[src/hw/uhi_map.svh]
// register offsets, bit positions, reset values and timing counts for the host irq status logic
// assumes inclusion by bare name from every design file of this block
//
// What this block does
// - status flags set regardless of enable bits
// - enabled set flag asserts the request output
// - request output is a level until cleared
// - enable bit 6 follows suspend: resume/detect
// - enable bit 5 gates insert/remove flag
// - frame timer expiry sets status bit 4
// - channel done sets flag, updates packet status
// - writing one to status bit clears it
// - status bit 7 shows live D+ level
// - bit 6 is resume flag or presence
// - SE0/idle transition sets status bit 5
// - channel B mirrors channel A behaviour
// - suspend powers down transceiver, ram, clocks
// - frame timer counts down at 12 MHz
`ifndef UHI_MAP_SVH
`define UHI_MAP_SVH

// register offsets on the processor port
`define UHI_REG_ENABLE 8'h06
`define UHI_REG_ADDR_SLOT 8'h07
`define UHI_REG_STATUS 8'h0d

// bit positions shared by enable and status
`define UHI_BIT_DONE_A 0
`define UHI_BIT_DONE_B 1
`define UHI_BIT_SOF 4
`define UHI_BIT_INSREM 5
`define UHI_BIT_DETRES 6
`define UHI_BIT_DPLUS 7

// implemented bits and reset values
`define UHI_ENABLE_MASK 8'h73
`define UHI_FLAG_MASK 8'h73
`define UHI_REG_RESET 8'h00

// timing: frame tick rate derived from the core clock
`define UHI_CLK_MHZ 20
`define UHI_FRAME_TICK_MHZ 12
`define UHI_FT_ACC_W 5
`define UHI_FT_W 14

`endif

[src/hw/uhi_pkg.sv]
// types for the host irq status logic
// assumes the map header supplies all numbers
package uhi_pkg;
    typedef logic [7:0] uhi_byte_t;
    typedef enum logic {
        LN_DETACHED,
        LN_ATTACHED
    } uhi_line_t;
endpackage

[src/hw/uhi_irq_status.sv]
// host-mode interrupt enable/status registers and the level interrupt request
// assumes processor port inputs synchronous to clk; suspend and frame setup come from other sections
`timescale 1ns/10ps
`include "uhi_map.svh"
module uhi_irq_status (
    // clock and reset
    input wire logic clk,
    input wire logic rst_n,
    // processor port, two-step address then data access
    input wire logic csN,
    input wire logic rdN,
    input wire logic wrN,
    input wire logic a0,
    input wire logic [7:0] dataIn,
    output logic [7:0] dataOut,
    output logic dataOe,
    // usb line levels
    input wire logic dPlus,
    input wire logic dMinus,
    // from control and frame setup registers
    input wire logic suspendMode,
    input wire logic sofEnable,
    input wire logic [`UHI_FT_W-1:0] frameLoad,
    // transfer channels a and b
    input wire logic chanDoneA,
    input wire logic chanDoneB,
    input wire logic [7:0] chanEventA,
    input wire logic [7:0] chanEventB,
    output logic [7:0] pktStatusA,
    output logic [7:0] pktStatusB,
    // interrupt and power
    output logic irq_request_out,
    output logic frameExpire,
    output logic txPowerDown,
    output logic ramSuspend,
    output logic clockGateOff
);
    uhi_pkg::uhi_byte_t addrPtr_ff;
    uhi_pkg::uhi_byte_t enable_ff;
    uhi_pkg::uhi_byte_t addrSlot_ff;
    uhi_pkg::uhi_byte_t flags_ff;
    uhi_pkg::uhi_byte_t nxt_flags;
    uhi_pkg::uhi_byte_t setVec;
    uhi_pkg::uhi_byte_t clrVec;
    uhi_pkg::uhi_byte_t liveFlags;
    uhi_pkg::uhi_byte_t readValue;
    uhi_pkg::uhi_line_t lineState_ff;
    uhi_pkg::uhi_line_t nxt_lineState;
    logic wrPrev_ff;
    logic rdPrev_ff;
    logic wrStart;
    logic rdStart;
    logic dataWrite;
    logic statusWrite;
    logic enableWrite;
    logic lineSe0;
    logic lineChange;
    logic noDevice;
    logic resumeSeen;
    logic [1:0] chanDone;
    logic [7:0] chanEvent [2];
    logic [7:0] pktStatus_ff [2];

    // strobe edges; a long strobe acts once
    // history resets high like an idle strobe, so a strobe held low through reset counts as an edge when reset ends
    always_ff @(posedge clk or negedge rst_n) begin
        if (!rst_n) begin
            wrPrev_ff <= 1'b1;
            rdPrev_ff <= 1'b1;
        end else begin
            wrPrev_ff <= wrN;
            rdPrev_ff <= rdN;
        end
    end

    assign wrStart = wrPrev_ff && !wrN && !csN;
    assign rdStart = rdPrev_ff && !rdN && !csN;
    assign dataWrite = wrStart && a0;
    assign statusWrite = dataWrite && (addrPtr_ff == `UHI_REG_STATUS);
    assign enableWrite = dataWrite && (addrPtr_ff == `UHI_REG_ENABLE);

    // address phase: a write with a0 low loads the pointer
    always_ff @(posedge clk or negedge rst_n) begin
        if (!rst_n) begin
            addrPtr_ff <= `UHI_REG_RESET;
        end else if (wrStart && !a0) begin
            addrPtr_ff <= dataIn;
        end
    end

    // enable mask; reserved bits never store
    // a reserved bit kept here could raise a request from a flag with no source
    always_ff @(posedge clk or negedge rst_n) begin
        if (!rst_n) begin
            enable_ff <= `UHI_REG_RESET;
        end else if (enableWrite) begin
            enable_ff <= dataIn & `UHI_ENABLE_MASK;
        end
    end

    // slot kept for slave address; host firmware is expected to leave it alone
    // plain storage: nothing in host mode reads it back into the logic
    always_ff @(posedge clk or negedge rst_n) begin
        if (!rst_n) begin
            addrSlot_ff <= `UHI_REG_RESET;
        end else if (dataWrite && (addrPtr_ff == `UHI_REG_ADDR_SLOT)) begin
            addrSlot_ff <= dataIn;
        end
    end

    // attach tracking: SE0 means no device, anything else means attached
    assign lineSe0 = !dPlus && !dMinus;
    always_comb begin
        nxt_lineState = lineState_ff;
        unique case (lineState_ff)
            uhi_pkg::LN_DETACHED: if (!lineSe0) nxt_lineState = uhi_pkg::LN_ATTACHED;
            uhi_pkg::LN_ATTACHED: if (lineSe0) nxt_lineState = uhi_pkg::LN_DETACHED;
        endcase
    end

    // reset state matches an idle SE0 bus, so no false attach follows reset
    always_ff @(posedge clk or negedge rst_n) begin
        if (!rst_n) begin
            lineState_ff <= uhi_pkg::LN_DETACHED;
        end else begin
            lineState_ff <= nxt_lineState;
        end
    end

    // a change lasts one cycle; bit 5 holds it for software
    assign lineChange = (nxt_lineState != lineState_ff);
    assign noDevice = (lineState_ff == uhi_pkg::LN_DETACHED);
    // resume seen as a K state (D- high, D+ low) while suspended
    // limitation: a K state shorter than one clk period can be missed
    assign resumeSeen = suspendMode && dMinus && !dPlus;

    // frame timer stops while suspended since internal clocks are off
    // a stopped timer tracks frameLoad, so a new period applies at the next start
    uhi_frame_timer u_frame_timer (
        .clk(clk),
        .rst_n(rst_n),
        .run(sofEnable && !suspendMode),
        .loadValue(frameLoad),
        .expire(frameExpire)
    );

    // packet status per channel, loaded by its done event
    // the event byte is logged as given; decoding it is the channel logic's job
    assign chanDone = {chanDoneB, chanDoneA};
    assign chanEvent[0] = chanEventA;
    assign chanEvent[1] = chanEventB;
    for (genvar ch = 0; ch < 2; ch++) begin : g_chan
        always_ff @(posedge clk or negedge rst_n) begin
            if (!rst_n) begin
                pktStatus_ff[ch] <= `UHI_REG_RESET;
            end else if (chanDone[ch]) begin
                pktStatus_ff[ch] <= chanEvent[ch];
            end
        end
    end
    assign pktStatusA = pktStatus_ff[0];
    assign pktStatusB = pktStatus_ff[1];

    // flag sets ignore the enables; bit 6 stores only the resume event
    always_comb begin
        setVec = '0;
        setVec[`UHI_BIT_DONE_A] = chanDone[0];
        setVec[`UHI_BIT_DONE_B] = chanDone[1];
        setVec[`UHI_BIT_SOF] = frameExpire;
        setVec[`UHI_BIT_INSREM] = lineChange;
        setVec[`UHI_BIT_DETRES] = resumeSeen;
        clrVec = statusWrite ? dataIn : 8'h00;
        // bits 3 and 2 have no source, and the mask holds them at zero anyway
        // set is ORed after the clear so a same-cycle event survives
        nxt_flags = ((flags_ff & ~clrVec) | setVec) & `UHI_FLAG_MASK;
    end

    always_ff @(posedge clk or negedge rst_n) begin
        if (!rst_n) begin
            flags_ff <= `UHI_REG_RESET;
        end else begin
            flags_ff <= nxt_flags;
        end
    end

    // bit 6 shows resume flag in suspend, presence level otherwise; bit 7 is live D+
    always_comb begin
        liveFlags = flags_ff;
        liveFlags[`UHI_BIT_DETRES] = suspendMode ? flags_ff[`UHI_BIT_DETRES] : noDevice;
        liveFlags[`UHI_BIT_DPLUS] = dPlus;
    end

    // level request: holds while any enabled flag stays uncleared
    // combinational, so a clearing write drops the request one cycle later
    assign irq_request_out = |(liveFlags & enable_ff & `UHI_ENABLE_MASK);

    // read mux; other offsets belong to other sections and read zero here
    // the pointer never steps, so each data access needs its own address phase
    always_comb begin
        readValue = 8'h00;
        if (!a0) begin
            readValue = addrPtr_ff;
        end else if (addrPtr_ff == `UHI_REG_ENABLE) begin
            readValue = enable_ff;
        end else if (addrPtr_ff == `UHI_REG_ADDR_SLOT) begin
            readValue = addrSlot_ff;
        end else if (addrPtr_ff == `UHI_REG_STATUS) begin
            readValue = liveFlags;
        end
    end

    // read data captured at strobe start so it stays stable for the cycle
    // reading has no side effect: only a write of ones clears a flag
    always_ff @(posedge clk or negedge rst_n) begin
        if (!rst_n) begin
            dataOut <= 8'h00;
        end else if (rdStart) begin
            dataOut <= readValue;
        end
    end
    assign dataOe = !csN && !rdN;

    // suspend shuts transmitter, ram and clocks
    // these only mirror the control bit; the gating itself sits in other sections
    assign txPowerDown = suspendMode;
    assign ramSuspend = suspendMode;
    assign clockGateOff = suspendMode;
endmodule

[src/hw/uhi_frame_timer.sv]
// frame timer: 12 MHz down counter, reload on zero, one-cycle expiry pulse
// assumes a 20 MHz clk; the 12 MHz rate is a fractional enable from an accumulator
`timescale 1ns/10ps
`include "uhi_map.svh"
module uhi_frame_timer (
    // clock and reset
    input wire logic clk,
    input wire logic rst_n,
    // control
    input wire logic run,
    input wire logic [`UHI_FT_W-1:0] loadValue,
    // result
    output logic expire
);
    logic [`UHI_FT_ACC_W-1:0] tickAcc_ff;
    logic [`UHI_FT_ACC_W-1:0] accSum;
    logic tick;
    logic [`UHI_FT_W-1:0] count_ff;

    // tick pulses average 12 of every 20 cycles, so jitter is one core cycle
    assign accSum = tickAcc_ff + `UHI_FT_ACC_W'(`UHI_FRAME_TICK_MHZ);
    assign tick = run && (accSum >= `UHI_CLK_MHZ);

    always_ff @(posedge clk or negedge rst_n) begin
        if (!rst_n) begin
            tickAcc_ff <= '0;
        end else if (!run) begin
            tickAcc_ff <= '0;
        end else if (tick) begin
            tickAcc_ff <= accSum - `UHI_FT_ACC_W'(`UHI_CLK_MHZ);
        end else begin
            tickAcc_ff <= accSum;
        end
    end

    // count down from the load value; stopped timer tracks the load value
    always_ff @(posedge clk or negedge rst_n) begin
        if (!rst_n) begin
            count_ff <= '0;
            expire <= 1'b0;
        end else begin
            expire <= 1'b0;
            if (!run) begin
                count_ff <= loadValue;
            end else if (tick) begin
                if (count_ff == '0) begin
                    count_ff <= loadValue;
                    expire <= 1'b1;
                end else begin
                    count_ff <= count_ff - 1'b1;
                end
            end
        end
    end
endmodule

[config.mk]
export PLATFORM = sky130hd
export DESIGN_NAME = uhi_irq_status
export DESIGN_NICKNAME = d
export VERILOG_FILES = /design/src/hw/uhi_pkg.sv /design/src/hw/uhi_irq_status.sv /design/src/hw/uhi_frame_timer.sv
export VERILOG_INCLUDE_DIRS = /design/src /design/src/hw
export SDC_FILE = /design/constraint.sdc
export NUM_CORES = 1
export LEC_CHECK = 0
export BUFFER_PORTS_ARGS = -buffer_cell sky130_fd_sc_hd__buf_2
export CAP_MARGIN = 20
export CORE_MARGIN = 2
export CORE_UTILIZATION = 50
export DETAILED_ROUTE_END_ITERATION = 12
export PLACE_DENSITY = 0.75
export SLEW_MARGIN = 15
export SYNTH_ARGS = -nofsm -noshare
export SYNTH_HDL_FRONTEND = slang
export SYNTH_SLANG_ARGS = --single-unit
[constraint.sdc]
create_clock -name clk -period 2.9 [get_ports clk]
set_input_delay 0.725 -clock clk [delete_from_list [all_inputs] [get_ports clk]]
set_output_delay 0.725 -clock clk [all_outputs]
set_load 0.1 [all_outputs]
# Word level (Yosys, flattened, before mapping)
# Cells that the tools add are included.
[classes] bitwise=5 n_eq_ne=5 addsub=3 reduce_logical=24 n_mux=15 n_lt_le_gt_ge=1
[op_table] cell="two-way mux 14 bit" count=3
[op_table] cell="two-way mux 8 bit" count=4
[op_table] cell="== test 8 x 3 -> 1 bit (second input constant)" count=2
[op_table] cell="logical AND 1 bit" count=15
[op_table] cell="bitwise AND 7 bit" count=2
[op_table] cell="zero test 14 bit" count=1
[op_table] cell="subtractor 14 x 1 -> 14 bit (second input constant)" count=1
[op_table] cell="two-way mux 5 bit" count=2
[op_table] cell="== test 8 x 4 -> 1 bit (second input constant)" count=1
[op_table] cell="zero test 1 bit" count=7
[op_table] cell="two-way mux 7 bit" count=1
[op_table] cell="inverter 7 bit" count=1
[op_table] cell="bitwise OR 7 bit" count=1
[op_table] cell="adder 5 x 4 -> 5 bit (second input constant)" count=1
[op_table] cell="greater-or-equal comparator 5 bit (second input constant)" count=1
[op_table] cell="two-way mux 1 bit" count=5
[op_table] cell="OR reduction 5 bit" count=1
[op_table] cell="subtractor 5 bit (second input constant)" count=1
[op_table] cell="inequality test 2 bit (second input constant)" count=1
[op_table] cell="inequality test 1 bit" count=1
[op_table] cell="inverter 1 bit" count=1
[word_totals] elab_cells=66 output_inout_bits=30 regBits=73 in_bits=50

# Logic depth before layout (Yosys ltp)
[logic_depth] depth_word=9 mapped_depth=8 depth_no_buf=7

# By module
# From an unflattened synthesis, not the netlist that was laid out.
[unflattened] hier_cells=317 area_unflattened_um2=3529.6
[modules_own_cells] module="uhi_irq_status" seq_area_each_um2=1328.8 area_each_um2=2351.0 n_inst=1 cells_per_inst=181
[modules_own_cells] module="uhi_frame_timer" seq_area_each_um2=450.4 area_each_um2=1178.6 n_inst=1 cells_per_inst=136

# Worst setup path after synthesis
# OpenSTA, ideal clock, no wires.
[synth_timing] kind="in2reg" startpoint="input csN" endpoint="register dataOut[5]" n_path_buf=2 stages=6 setup_ns=0.078 required_time_ns=2.822 t_arrival_ns=2.931 slack_ns=-0.109 path_cell_list="nor2_1 -> and2_1 -> clkbuf_1 -> clkbuf_1 -> nor2_1 -> a21oi_1"
[synth_between] elab_chain_len=2
[synth_lines] item="from (decl)" line_no="uhi_irq_status.sv:10" rtl="input wire logic csN,"
[synth_lines] item="zero test 1 bit" line_no="uhi_irq_status.sv:77" rtl="assign rdStart = rdPrev_ff && !rdN && !csN;"
[synth_lines] item="logical AND 1 bit" line_no="uhi_irq_status.sv:77"
[synth_lines] item="to (signal assigned)" line_no="uhi_irq_status.sv:218" rtl="dataOut <= readValue;"
[synth_lines] item="to (decl)" line_no="uhi_irq_status.sv:15" rtl="output logic [7:0] dataOut,"
# Every way passes these cells.
# A chain may end at the register's enable or synchronous reset.

# Worst setup path after layout
[layout_timing] startpoint="input suspendMode" endpoint="output irq_request_out"
[layout_between] elab_chain_len=3
[layout_lines] item="from (decl)" line_no="uhi_irq_status.sv:21" rtl="input wire logic suspendMode,"
[layout_lines] item="two-way mux 1 bit" line_no="uhi_irq_status.sv:189" rtl="liveFlags[`UHI_BIT_DETRES] = suspendMode ? flags_ff[`UHI_BIT_DETRES] : noDevice;"
[layout_lines] item="bitwise AND 7 bit" line_no="uhi_irq_status.sv:195" rtl="assign irq_request_out = |(liveFlags & enable_ff & `UHI_ENABLE_MASK);"
[layout_lines] item="OR reduction 5 bit" line_no="uhi_irq_status.sv:195"
[layout_lines] item="to (decl)" line_no="uhi_irq_status.sv:32" rtl="output logic irq_request_out,"
# Every way passes these cells.

==> reports/qor.yml <==
run_status:
  status: "complete, no violations"
power:
  combPwrFrac_pct: 25.4
  power_frac_seq_pct: 41.1
  p_sw_share_pct: 35.6
  p_clk_share_pct: 33.5
  p_sw_mw: 1.02
  internal_power_mw: 1.85
  peakVddDrop_mv: 0.316
  p_leak_nw: 1.85
  power.density_mw_per_mm2: 705
timing:
  finalSetupTns_ns: 0
  report.final.slew_viol_count: 0
  fin_skew_ns: 0.0125
  finalCriticalPeriod_ns: 2.47
  fmax_ghz: 0.406
  timing.final.crit_share_pct: 85.0
  relSlewSlack_pct: 54.9
  finalHoldViolations: 0
  worst_pin_slew_ns: 0.670
  holdWs_ns: 0.370
  setup_viol: 0
  rsz0062_at_grt: "no"
route:
  drt-total-wl_microns: 7010
  drt_iter0_markers: 78
  wire_per_inst_microns: 15.1
  drtPass1Iterations: 4
  avgViaCountPerCell: 5.60
  ant_nets: 0
  via_count: 2598
  drc: 0
grt:
  met2_usage_pct: 33.2
  grt_use_met1_pct: 26.2
  grt_usage_pct: 20.3
  antenna_found_initial: 0
  grt_pass1_wl_microns: 11800
  grt_max_degree: 32
  grt_pass1_vias: 2535
  top_usage_layer: "met2"
  grt_remaining_overflow: 0
  met3_usage_pct: 5.77
critical_path:
  reg2regPathDepth: 7
  path_class: "input pin to output port"
  path_max_fanout: 8
  cp.required_ns: 2.17
  endpoint_kind: "output port"
  critPathLaunchType: "input pin"
  worstPathArrival_ns: 1.74
place:
  place_hpwl_microns: 5230
  place.gp.congestion: 0.849
  port_buffers: 79
floorplan:
  ioPinCount: 80
  dieArea_sq_mm: 0.00740
  dieHeight_microns: 86.0
  die_width_microns: 86.0
  coreArea_sq_mm: 0.00642
  initial_core_util_pct: 52.4
  std_cell_rows: 29
synth:
  yosysTopAreaCellShare_pct: 51.3
  synth_top_area_cell: "dfrtp_1"
  synthTopCellsByArea: "dfrtp_1, mux2_2, nor2_1"
  ys_seq_area_share_pct: 52.9
  yosys_warnings: 0
  synthesis.nets: 354
  synthArstFlopShare_pct: 100
  syn-instance-count: 300
  ys_types: 54
  synthFlopType: "dfrtp_1"
  syn_area_sq_mm: 0.00336
  synth_edf_count: 0
  avgSynthCellArea_sq_um: 11.2
  ys_seq_elements: 71
clocking:
  cts.clk_slew.worst_paths_ns: 0.08
  cts_tree: "yes"
  cts_buffers: 9
  cts-resized-gates: 0
  cts.sinks: 71
  clock_latency_ns: 0.35
  ctsHoldBuffers: 0
  root_buffer: "clkbuf_8"
  cts.htree.levels: 3
  post_cts_buffers: 0
  ctsLongestPathBuffers: 2
worst_hold_path:
  hold_class: "input pin to async pin"
run:
  max_cap_violations: 0
finish:
  n_antenna_cell: 0
  nets: 436
  drive_gt1_share_pct: 39.3
  area_growth_pct: 21.2
  final_cell_mix: "buf_2, dfrtp_1, mux2_2, nor2_1, nand2_1"
  layout.cells.most_common: "buf_2"
-- cell usage after synthesis (all sizes together), types with 5 or more instances --
master   n
a21oi   17
a22oi    9
buf      5
clkbuf   8
dfrtp   69
inv      8
mux2    37
mux2i    5
nand2   23
nand3    9
nor2    27
nor4     6
o21ai   10
or4      5
-- worst paths after layout --
path | from | to | slack, ns
min reg2reg | u_frame_timer.expire | flags_ff[4] | 0.45
min in group clk | u_frame_timer.expire | flags_ff[4] | 0.45
max reg2reg | u_frame_timer.tickAcc_ff[2] | u_frame_timer.count_ff[11] | 0.57
min | rst_n | dataOut[0] | 0.37
max in group asynchronous | rst_n | enable_ff[6] | 1.71
max | suspendMode | irq_request_out | 0.43
-- per-layer routing --
metal	vias to the layer above	wire length, microns
li1	1252	-
met1	1251	3140
met2	82	3360
met3	13	369
met4	0	129
met5	-	0
-- cell families after synthesis --
family,share of synthesized area [%]
AOI/OAI and AO/OA,12.0
xor gates and xnor gates,1.56
adders and majority gates,1.49
buffers and inverters,2.71
DFF,52.9
muxes,13.9
and+or+nand+nor,15.5
-- worst max-delay path: stages --
cell and delay [ns]:
buf_2 0.14, o21ai_0 0.24, nand2_1 0.09, nand3_1 0.11, buf_2 0.43
-- metrics by stage --
step           area (sq um)  setup slack [ns]  util, %  cells  total power [mW]
2_1_floorplan          3370             0.396        -    300              1.76
3_3_place_gp           3830             0.423     59.7    448              1.92
3_5_place_dp           3830             0.416     59.7    448              1.93
4_1_cts                4080             0.416     63.5    464              2.89
5_1_grt                4080             0.324     63.5    464              2.99
6_report               4080             0.434     63.5    464              2.87
-- layout make-up --
| cell class | count | area (sq um) |
|---|---|---|
| Sequential cell | 71 | 1780 |
| Timing Repair Buffer | 84 | 433 |
| Clock inverter | 7 | 119 |
| Multi-Input combinational cell | 208 | 1500 |
| Inverter | 8 | 30.0 |
| Fill cell | 537 | 2340 |
| Tap cell | 77 | 96.3 |
| Clock buffer | 9 | 124 |
-- registers in the layout, indices dropped and copies added (netlist names) --
name and flops:
pktStatusA 8, u_frame_timer.expire 1, lineState_ff 1, dataOut 8, u_frame_timer.count_ff 14, addrSlot_ff 8, u_frame_timer.tickAcc_ff 3, enable_ff 5
rdPrev_ff 1, wrPrev_ff 1, pktStatusB 8, flags_ff 5, addrPtr_ff 8
-- power by group through the flow --
stage	clock network (mW)	logic, mW	registers (mW)
after global routing	1.02	0.773	1.20
after CTS	0.975	0.734	1.18
after detailed placement	0	0.732	1.20
after floorplan	0	0.264	1.50
after global placement	0	0.722	1.20
final	0.963	0.729	1.18
Power figures use the tool's default switching activity.
